### config.mk
export PLATFORM = sky130hd
export DESIGN_NAME = tmr_core_flat
export DESIGN_NICKNAME = d
export VERILOG_FILES = /design/src/verilog/tmr_pkg.sv /design/src/verilog/tmr_bus_if.sv /design/src/verilog/tmr_core.sv /design/src/flat_wrapper.sv
export SDC_FILE = /design/constraint.sdc
export NUM_CORES = 1
export LEC_CHECK = 0
export BUFFER_PORTS_ARGS = -buffer_cell sky130_fd_sc_hd__clkbuf_2
export CAP_MARGIN = 20
export CORE_ASPECT_RATIO = 1.25
export CORE_MARGIN = 5
export CORE_UTILIZATION = 55
export CTS_CLUSTER_DIAMETER = 50
export CTS_CLUSTER_SIZE = 40
export DETAILED_ROUTE_END_ITERATION = 12
export GPL_ROUTABILITY_DRIVEN = 0
export PLACE_DENSITY = 0.72
export RECOVER_POWER = 50
export REMOVE_ABC_BUFFERS = 1
export SETUP_SLACK_MARGIN = 0.3
export SLEW_MARGIN = 20
export SYNTH_ARGS = -nofsm -noshare
export SYNTH_HDL_FRONTEND = slang
export SYNTH_SLANG_ARGS = --single-unit
### constraint.sdc
create_clock -name clk_i -period 9.8 [get_ports clk_i]
set_input_delay 1.96 -clock clk_i [delete_from_list [all_inputs] [get_ports clk_i]]
set_output_delay 1.96 -clock clk_i [all_outputs]
set_load 0.005 [all_outputs]
### src/verilog/tmr_pkg.sv
// Constants shared by the timer core and its bus-side controller.
// Assumes both ends are compiled after this package.
package tmr_pkg;
  // Byte locations on the 8-bit processor data path.
  localparam logic [3:0] LOC_CNT_LO = 4'h0;
  localparam logic [3:0] LOC_CNT_HI = 4'h1;
  localparam logic [3:0] LOC_CMPA_LO = 4'h2;
  localparam logic [3:0] LOC_CMPB_LO = 4'h4;
  localparam logic [3:0] LOC_CMPC_LO = 4'h6;
  localparam logic [3:0] LOC_CAP_LO = 4'h8;
  localparam logic [3:0] LOC_CAP_HI = 4'h9;
  localparam logic [3:0] LOC_CTRL_A = 4'ha;
  localparam logic [3:0] LOC_CTRL_B = 4'hb;
  localparam logic [3:0] LOC_FLAGS = 4'hc;
  // Field positions.
  localparam int CTRL_A_WGM_LSB = 0;
  localparam int CTRL_B_CS_LSB = 0;
  localparam int CTRL_B_WGM_LSB = 3;
  localparam int FLAG_OVF_BIT = 0;
  localparam int FLAG_CAP_BIT = 1;
  // Values after reset.
  localparam logic [15:0] RST_COUNT = 16'h0000;
  localparam logic [7:0] RST_HOLD = 8'h00;
  localparam logic [7:0] RST_CTRL = 8'h00;
  // Counter extremes and fixed tops.
  localparam logic [15:0] CNT_BOTTOM = 16'h0000;
  localparam logic [15:0] CNT_MAX = 16'hffff;
  localparam logic [15:0] TOP_8BIT = 16'h00ff;
  localparam logic [15:0] TOP_9BIT = 16'h01ff;
  localparam logic [15:0] TOP_10BIT = 16'h03ff;
  // Clock-source codes.
  localparam logic [2:0] CS_STOP = 3'h0;
  localparam logic [2:0] CS_DIRECT = 3'h1;
  localparam logic [2:0] CS_DIV8 = 3'h2;
  localparam logic [2:0] CS_DIV64 = 3'h3;
  localparam logic [2:0] CS_DIV256 = 3'h4;
  localparam logic [2:0] CS_DIV1024 = 3'h5;
  localparam logic [2:0] CS_EXT_FALL = 3'h6;
  localparam logic [2:0] CS_EXT_RISE = 3'h7;
  // Controller register map (word indices) and its register count.
  localparam int HOST_REGS = 8;
  localparam logic [3:0] HOST_IDX_CTRL_A = 4'h5;
endpackage : tmr_pkg

### src/verilog/tmr_bus_if.sv
// Byte-wide processor data path between the timer and its controller.
// Assumes one clock shared by both ends; read data follows a read strobe by one cycle.
`timescale 1ns/1ps
`default_nettype none
interface tmr_bus_if;
  logic [3:0] addr;
  logic wr;
  logic rd;
  logic [7:0] wdata;
  logic [7:0] rdata;
  modport dev (input addr, input wr, input rd, input wdata, output rdata);
  modport cpu (output addr, output wr, output rd, output wdata, input rdata);
endinterface : tmr_bus_if
`default_nettype wire

### src/verilog/tmr_core.sv
// Sixteen-bit timer/counter core reached over a byte-wide data path.
// Assumes the processor side keeps to the byte ordering and never interleaves
// two split accesses; external inputs arrive asynchronous to clk_i.
`timescale 1ns/1ps
`default_nettype none
// Behaviour
// - 16-bit registers move as two byte accesses.
// - one shared holding register stages upper bytes.
// - low-byte write loads holding plus low together.
// - low-byte read copies upper byte into holding.
// - compare reads return upper byte directly.
// - write high first; read low first.
// - software masks interrupts around split accesses.
// - one staged upper byte may serve several writes.
// - clock-source field zero stops the counter.
// - each tick clears, increments or decrements.
// - counter readable and writable at any time.
// - processor write beats any count action.
// - mode field split across control A and B.
// - overflow flag set at mode-defined point.
// - upper counter location reaches holding register only.
// - top and bottom indications are produced.
// - bottom 0x0000, max 0xFFFF, top per mode.
// - capture reads go through the holding register.
module tmr_core
  import tmr_pkg::*;
#(
  parameter int PRESC_W = 10
) (
  // Clock and reset.
  input wire logic clk_i,
  input wire logic rst_i,
  // Processor data path.
  tmr_bus_if.dev bus,
  // External pins.
  input wire logic ext_clk_i,
  input wire logic capture_i,
  // Status towards the waveform logic and interrupt controller.
  output logic overflow_flag_o,
  output logic capture_flag_o,
  output logic at_top_o,
  output logic at_bottom_o
);
  // The widest prescaler tap divides by 1024, so narrower prescalers are refused.
  if (PRESC_W < 10) begin : g_presc_check
    $error("PRESC_W must cover a divide by 1024");
  end

  logic [15:0] count_value;
  logic [7:0] hold;
  logic [15:0] compare_registers [3];
  logic [15:0] capture_register;
  logic [7:0] control_reg_a;
  logic [7:0] control_reg_b;
  logic [3:0] waveform_mode_field;
  logic [2:0] clock_source_select;
  logic [PRESC_W-1:0] presc;
  logic [1:0] ext_sync;
  logic ext_prev;
  logic [1:0] cap_sync;
  logic cap_prev;
  logic count_up;
  logic timer_tick;
  logic [15:0] top_value;
  logic updown;
  logic icr_top;
  logic cnt_write;
  logic [7:0] flag_clear;
  logic ovf_event;
  logic cap_event;

  function automatic logic [15:0] mode_top(input logic [3:0] m, input logic [15:0] ocra, input logic [15:0] icr);
    unique case (m)
      4'h1, 4'h5: mode_top = TOP_8BIT;
      4'h2, 4'h6: mode_top = TOP_9BIT;
      4'h3, 4'h7: mode_top = TOP_10BIT;
      4'h4, 4'h9, 4'hb, 4'hf: mode_top = ocra;
      4'h8, 4'ha, 4'hc, 4'he: mode_top = icr;
      default: mode_top = CNT_MAX;
    endcase
  endfunction : mode_top

  assign waveform_mode_field = {control_reg_b[CTRL_B_WGM_LSB+:2], control_reg_a[CTRL_A_WGM_LSB+:2]};
  assign clock_source_select = control_reg_b[CTRL_B_CS_LSB+:3];
  assign top_value = mode_top(waveform_mode_field, compare_registers[0], capture_register);
  assign updown = waveform_mode_field inside {4'h1, 4'h2, 4'h3, 4'h8, 4'h9, 4'ha, 4'hb};
  assign icr_top = waveform_mode_field inside {4'h8, 4'ha, 4'hc, 4'he};
  assign cnt_write = bus.wr && (bus.addr == LOC_CNT_LO);
  assign flag_clear = (bus.wr && bus.addr == LOC_FLAGS) ? bus.wdata : 8'h00;

  // Prescaler and external-edge sampling feed the tick selector.
  always_ff @(posedge clk_i) begin
    if (rst_i) begin
      presc <= '0;
    end else begin
      presc <= presc + 1'b1;
    end
  end

  always_ff @(posedge clk_i) begin
    if (rst_i) begin
      ext_sync <= 2'b00;
      ext_prev <= 1'b0;
      cap_sync <= 2'b00;
      cap_prev <= 1'b0;
    end else begin
      ext_sync <= {ext_sync[0], ext_clk_i};
      ext_prev <= ext_sync[1];
      cap_sync <= {cap_sync[0], capture_i};
      cap_prev <= cap_sync[1];
    end
  end

  always_comb begin
    unique case (clock_source_select)
      CS_STOP: timer_tick = 1'b0;
      CS_DIRECT: timer_tick = 1'b1;
      CS_DIV8: timer_tick = &presc[2:0];
      CS_DIV64: timer_tick = &presc[5:0];
      CS_DIV256: timer_tick = &presc[7:0];
      CS_DIV1024: timer_tick = &presc[9:0];
      CS_EXT_FALL: timer_tick = ext_prev && !ext_sync[1];
      CS_EXT_RISE: timer_tick = !ext_prev && ext_sync[1];
    endcase
  end

  // Counter: a processor write overrides clear and count in the same cycle.
  always_ff @(posedge clk_i) begin
    if (rst_i) begin
      count_value <= RST_COUNT;
    end else if (cnt_write) begin
      count_value <= {hold, bus.wdata};
    end else if (timer_tick) begin
      if (!updown) begin
        count_value <= (count_value == top_value) ? CNT_BOTTOM : count_value + 16'h0001;
      end else if (count_up) begin
        count_value <= (count_value >= top_value) ? count_value - 16'h0001 : count_value + 16'h0001;
      end else begin
        count_value <= (count_value == CNT_BOTTOM) ? count_value + 16'h0001 : count_value - 16'h0001;
      end
    end
  end

  always_ff @(posedge clk_i) begin
    if (rst_i) begin
      count_up <= 1'b1;
    end else if (!updown) begin
      count_up <= 1'b1;
    end else if (timer_tick && !cnt_write) begin
      if (count_up && count_value >= top_value) begin
        count_up <= 1'b0;
      end else if (!count_up && count_value == CNT_BOTTOM) begin
        count_up <= 1'b1;
      end
    end
  end

  // Overflow point: MAX in normal and clear-on-match modes, top in fast modes, bottom in dual-slope modes.
  always_comb begin
    if (!timer_tick || cnt_write) begin
      ovf_event = 1'b0;
    end else if (updown) begin
      ovf_event = (count_value == CNT_BOTTOM) && !count_up;
    end else if (waveform_mode_field inside {4'h5, 4'h6, 4'h7, 4'he, 4'hf}) begin
      ovf_event = (count_value == top_value);
    end else begin
      ovf_event = (count_value == CNT_MAX);
    end
  end

  assign cap_event = !cap_prev && cap_sync[1] && !icr_top;

  // Flags: hardware set wins over a write-one clear in the same cycle.
  always_ff @(posedge clk_i) begin
    if (rst_i) begin
      overflow_flag_o <= 1'b0;
    end else begin
      overflow_flag_o <= ovf_event || (overflow_flag_o && !flag_clear[FLAG_OVF_BIT]);
    end
  end

  always_ff @(posedge clk_i) begin
    if (rst_i) begin
      capture_flag_o <= 1'b0;
    end else begin
      capture_flag_o <= cap_event || (capture_flag_o && !flag_clear[FLAG_CAP_BIT]);
    end
  end

  always_ff @(posedge clk_i) begin
    if (rst_i) begin
      at_top_o <= 1'b0;
      at_bottom_o <= 1'b1;
    end else begin
      at_top_o <= (count_value == top_value);
      at_bottom_o <= (count_value == CNT_BOTTOM);
    end
  end

  // Shared holding register: staged by upper writes, loaded by count and capture low-byte reads.
  always_ff @(posedge clk_i) begin
    if (rst_i) begin
      hold <= RST_HOLD;
    end else if (bus.wr && bus.addr[0] && bus.addr < LOC_CTRL_A) begin
      hold <= bus.wdata;
    end else if (bus.rd && bus.addr == LOC_CNT_LO) begin
      hold <= count_value[15:8];
    end else if (bus.rd && bus.addr == LOC_CAP_LO) begin
      hold <= capture_register[15:8];
    end
  end

  always_ff @(posedge clk_i) begin
    if (rst_i) begin
      compare_registers <= '{default: RST_COUNT};
    end else if (bus.wr && !bus.addr[0] && bus.addr >= LOC_CMPA_LO && bus.addr <= LOC_CMPC_LO) begin
      compare_registers[bus.addr[2:1] - 2'd1] <= {hold, bus.wdata};
    end
  end

  // Capture register is written by software only while it defines top.
  always_ff @(posedge clk_i) begin
    if (rst_i) begin
      capture_register <= RST_COUNT;
    end else if (bus.wr && bus.addr == LOC_CAP_LO && icr_top) begin
      capture_register <= {hold, bus.wdata};
    end else if (cap_event) begin
      capture_register <= count_value;
    end
  end

  always_ff @(posedge clk_i) begin
    if (rst_i) begin
      control_reg_a <= RST_CTRL;
      control_reg_b <= RST_CTRL;
    end else if (bus.wr && bus.addr == LOC_CTRL_A) begin
      control_reg_a <= bus.wdata;
    end else if (bus.wr && bus.addr == LOC_CTRL_B) begin
      control_reg_b <= bus.wdata;
    end
  end

  // Read data is registered and valid in the cycle after the read strobe.
  always_ff @(posedge clk_i) begin
    if (rst_i) begin
      bus.rdata <= 8'h00;
    end else if (bus.rd) begin
      unique case (bus.addr)
        LOC_CNT_LO: bus.rdata <= count_value[7:0];
        LOC_CNT_HI, LOC_CAP_HI: bus.rdata <= hold;
        4'h2, 4'h4, 4'h6: bus.rdata <= compare_registers[bus.addr[2:1] - 2'd1][7:0];
        4'h3, 4'h5, 4'h7: bus.rdata <= compare_registers[bus.addr[2:1] - 2'd1][15:8];
        LOC_CAP_LO: bus.rdata <= capture_register[7:0];
        LOC_CTRL_A: bus.rdata <= control_reg_a;
        LOC_CTRL_B: bus.rdata <= control_reg_b;
        LOC_FLAGS: bus.rdata <= {6'h00, capture_flag_o, overflow_flag_o};
        default: bus.rdata <= 8'h00;
      endcase
    end
  end
endmodule : tmr_core
`default_nettype wire

### src/flat_wrapper.sv
// flat-port wrapper written by rule: the top's interface ports become plain ports
module tmr_core_flat import tmr_pkg::*;
#(
  parameter int PRESC_W = 10
)
  (clk_i, rst_i, ext_clk_i, capture_i, overflow_flag_o, capture_flag_o, at_top_o, at_bottom_o, bus_addr, bus_wr, bus_rd, bus_wdata, bus_rdata);
  tmr_bus_if bus_i ();
  input wire logic clk_i;
  input wire logic rst_i;
  input wire logic ext_clk_i;
  input wire logic capture_i;
  output logic overflow_flag_o;
  output logic capture_flag_o;
  output logic at_top_o;
  output logic at_bottom_o;
  input wire logic [$bits(bus_i.addr)-1:0] bus_addr;
  input wire logic [$bits(bus_i.wr)-1:0] bus_wr;
  input wire logic [$bits(bus_i.rd)-1:0] bus_rd;
  input wire logic [$bits(bus_i.wdata)-1:0] bus_wdata;
  output wire logic [$bits(bus_i.rdata)-1:0] bus_rdata;
  assign bus_i.addr = bus_addr;
  assign bus_i.wr = bus_wr;
  assign bus_i.rd = bus_rd;
  assign bus_i.wdata = bus_wdata;
  assign bus_rdata = bus_i.rdata;
  tmr_core #(.PRESC_W(PRESC_W)) u_core (.clk_i(clk_i), .rst_i(rst_i), .bus(bus_i), .ext_clk_i(ext_clk_i), .capture_i(capture_i), .overflow_flag_o(overflow_flag_o), .capture_flag_o(capture_flag_o), .at_top_o(at_top_o), .at_bottom_o(at_bottom_o));
endmodule
==> run metrics <==
Pint 1.04 mW; pwr dens 171 nW/µm²; Post-Synth XOR/XNOR Area 0.0163; synthesized cell area 7530 µm²; Max clock buf depth 2; first-pass GRT wire length 36600 µm; Final #Nets 940; register area 2660 µm²; crit path time final 6.73 ns; most instantiated cells after synthesis dfxtp_1, nor2_1, a21oi_1, nand2_1, mux2i_1; final setup vio count 0; Setup Buffers After CTS 0; Slew Viols, Final 147; total negative slack 0 ns; Root Buffer clkbuf_16; Psw 0.365 mW; worst-case clock skew 0.00550 ns; leakage 3.44 nW; reg2reg path depth 11; antenna violations before repair 0; crit start category primary input; Synth Warn # 0; kind of critical path primary input to register; post-synthesis compound-gate area fraction 0.219; post-route DRC violation count 0; FF-to-FF End u_core.count_value[10]; Final Hold Fails 0; core area 13300 µm²; post-route cell area 8240 µm²; Reg power frac 0.417; Top FF cell, synth dfxtp_1; area leader, netlist dfxtp_1; DRT antenna net count 0; status finished, violations left; flops & latches, synth 133; sw frac 0.259; ys async rst share 0; Worst slew margin -1.96; initial DRC count 978; share of cells above drive strength 1 0.0858; Remaining Overflow, GRT 0; multi-input logic area 4500 µm²; Fillers 1142; Final Total Pwr 1.41 mW; cts repair resizes 0; Reg clk slew, reported paths 0.06 ns; Antenna Cells 0; Synth area leaders dfxtp_1, mux2i_1, nor2_1; Die Width 115 µm; hold depth 1; failing checks capacitance limit, slew limit; Top Ports 30; pre-CTS WS 5.11 ns; total CTS buffers 17; Tcrit/Tclk final 0.687; Pre-antenna DRT Iters 6; fmax 0.149 GHz; Placement Cell Area 7640 µm²; num rows 47; Hold EP u_core.cap_sync[1]; crit path DAT 7.02 ns; Max FO, Critical Path 100; fraction of the mapped netlist area in simple logic gates 0.221; Post-DP HPWL 16000 µm; Vias/cell 6.65; via count 7183; die area 16100 µm²; Crit. End Element register; Die Y-Extent 141 µm; GRT Total Usage 0.289; # hold bufs at CTS 0; HP Start u_core.cap_sync[0]; count leader, synth dfxtp_1; CTS tree yes; Mapped Avg Cell Area 8.18 µm²; Worst Setup Slack, final 3.07 ns; Sink Count 133; RSZ-0062 raised after global routing false; Synth Instances 921; wire per inst 21.4 µm; Area Growth Syn to Fin 9.37%; H-tree depth 4; register area share after synthesis 0.354; IR drop worst, VDD 0.151 mV; I/O Buffers 29; area fraction of the dominant cell type after synthesis 0.354; Hold Path Class register to register; post-synthesis mux area share 0.100; r2r setup slk 5.40 ns; Post-synth EDFFs 0; Clk network pwr share 0.483; maxcap violations 3; worst-skew pair later-pin latency 0.42 ns; worst slew pin tran 4.44 ns; worst r2r src u_core.control_reg_b[4]; Comb power frac 0.100; WL final 23100 µm; Layout Utilization 0.617; Adder-Cell Fraction of Synth Area 0.0415; largest family of logic cells by synthesized area simple AND/OR/NAND/NOR gates; initial core utilization 0.564; Data required, critical path 10.09 ns; vias in the first global route 6645; largest net degree at the start of global routing 101; post-synthesis cell type count 69
-- power groups by stage --
stage | Clock [mW] | Combinational [mW] | Sequential, mW
after global routing | 0.713 | 0.153 | 0.588
final | 0.679 | 0.141 | 0.587
after detailed placement | 0 | 0.137 | 0.596
after floorplan | 0 | 0.0891 | 0.583
after CTS | 0.686 | 0.138 | 0.585
after global placement | 0 | 0.134 | 0.596
-- placed cells by master (no fill, tap or decap), types with 3 or more instances in the layout --
| master | instances |
|---|---|
| a21oi_1 | 80 |
| xor2_1 | 6 |
| or2_2 | 3 |
| nor3_1 | 13 |
| and3_1 | 21 |
| a211o_1 | 4 |
| xnor2_1 | 8 |
| a221oi_1 | 11 |
| and2_1 | 5 |
| inv_1 | 13 |
| o22ai_1 | 21 |
| nand3_1 | 39 |
| nor2b_1 | 18 |
| a211oi_1 | 10 |
| nor2_1 | 127 |
| mux2i_1 | 71 |
| mux2_2 | 4 |
| ha_1 | 25 |
| a21o_1 | 4 |
| a32oi_1 | 3 |
| a22oi_1 | 30 |
| a22o_1 | 16 |
| or3_1 | 4 |
| o21bai_1 | 3 |
| buf_4 | 4 |
| nand2_1 | 80 |
| nand4b_1 | 3 |
| nor4_1 | 8 |
| clkbuf_16 | 17 |
| nand4_1 | 7 |
| clkinv_2 | 3 |
| clkbuf_2 | 23 |
| a222oi_1 | 6 |
| clkbuf_1 | 9 |
| o21ai_0 | 13 |
| a2111oi_0 | 3 |
| bufinv_16 | 4 |
| a311oi_1 | 4 |
| nand2b_1 | 5 |
| dfxtp_1 | 133 |
-- cells by family after synthesis --
group           after synthesis
fa+ha+maj                    25
mux                          75
xor+xnor                     14
flops                       133
buf+inv                      92
compound gates              234
simple gates                348
-- through the flow --
| step | std cells | hold WS (ns) |
|---|---|---|
| after floorplan | 842 | 0.414 |
| after global placement | 1049 | 0.416 |
| after CTS | 1080 | 0.435 |
| after global routing | 1080 | 0.445 |
| final | 1080 | 0.435 |
| after detailed placement | 1049 | 0.421 |
-- worst max-delay path by stage --
stage,startpoint,cells after the start,slack [ns],end
after floorplan,bus_addr[2],7,5.51,u_core.count_value[10]
after global placement,bus_addr[1],9,5.23,u_core.count_value[2]
after detailed placement,bus_addr[1],9,5.11,u_core.count_value[10]
after CTS,u_core.control_reg_b[4],11,5.47,u_core.count_value[10]
after global routing,rst_i,4,2.73,u_core.count_value[5]
final,rst_i,4,3.07,u_core.count_value[5]
-- flip-flops by register name (all words and copies together) (netlist names), 2 cells and up --
signal	cells
u_core.compare_registers	48
u_core.capture_register	16
u_core.count_value	16
u_core.presc	10
u_core.bus.rdata	8
u_core.control_reg_a	8
u_core.control_reg_b	8
u_core.hold	8
u_core.cap_sync	2
u_core.ext_sync	2
-- critical path, cell delays in order --
cell and delay [ns]:
clkbuf_1 1.27, clkbuf_1 3.18, o21bai_1 0.39, a31oi_1 0.08
-- layer usage --
metal / up-vias / routed length [µm] / global-route usage
met5: - / 0 / 0
met1: 3370 / 8940 / 0.352
met4: 0 / 1150 / 0.138
met2: 419 / 11100 / 0.480
met3: 82 / 1960 / 0.0639
li1: 3312 / - / -
-- area by class of cell --
type | count | area share
inverter | 13 | 0.00593
timing repair buffer | 36 | 0.0217
sequential | 133 | 0.323
clock buffer | 19 | 0.0550
tap | 171 | 0.0260
multi-input combinational | 696 | 0.547
clock inverter | 12 | 0.0214
(Power assumes the default switching activity.)
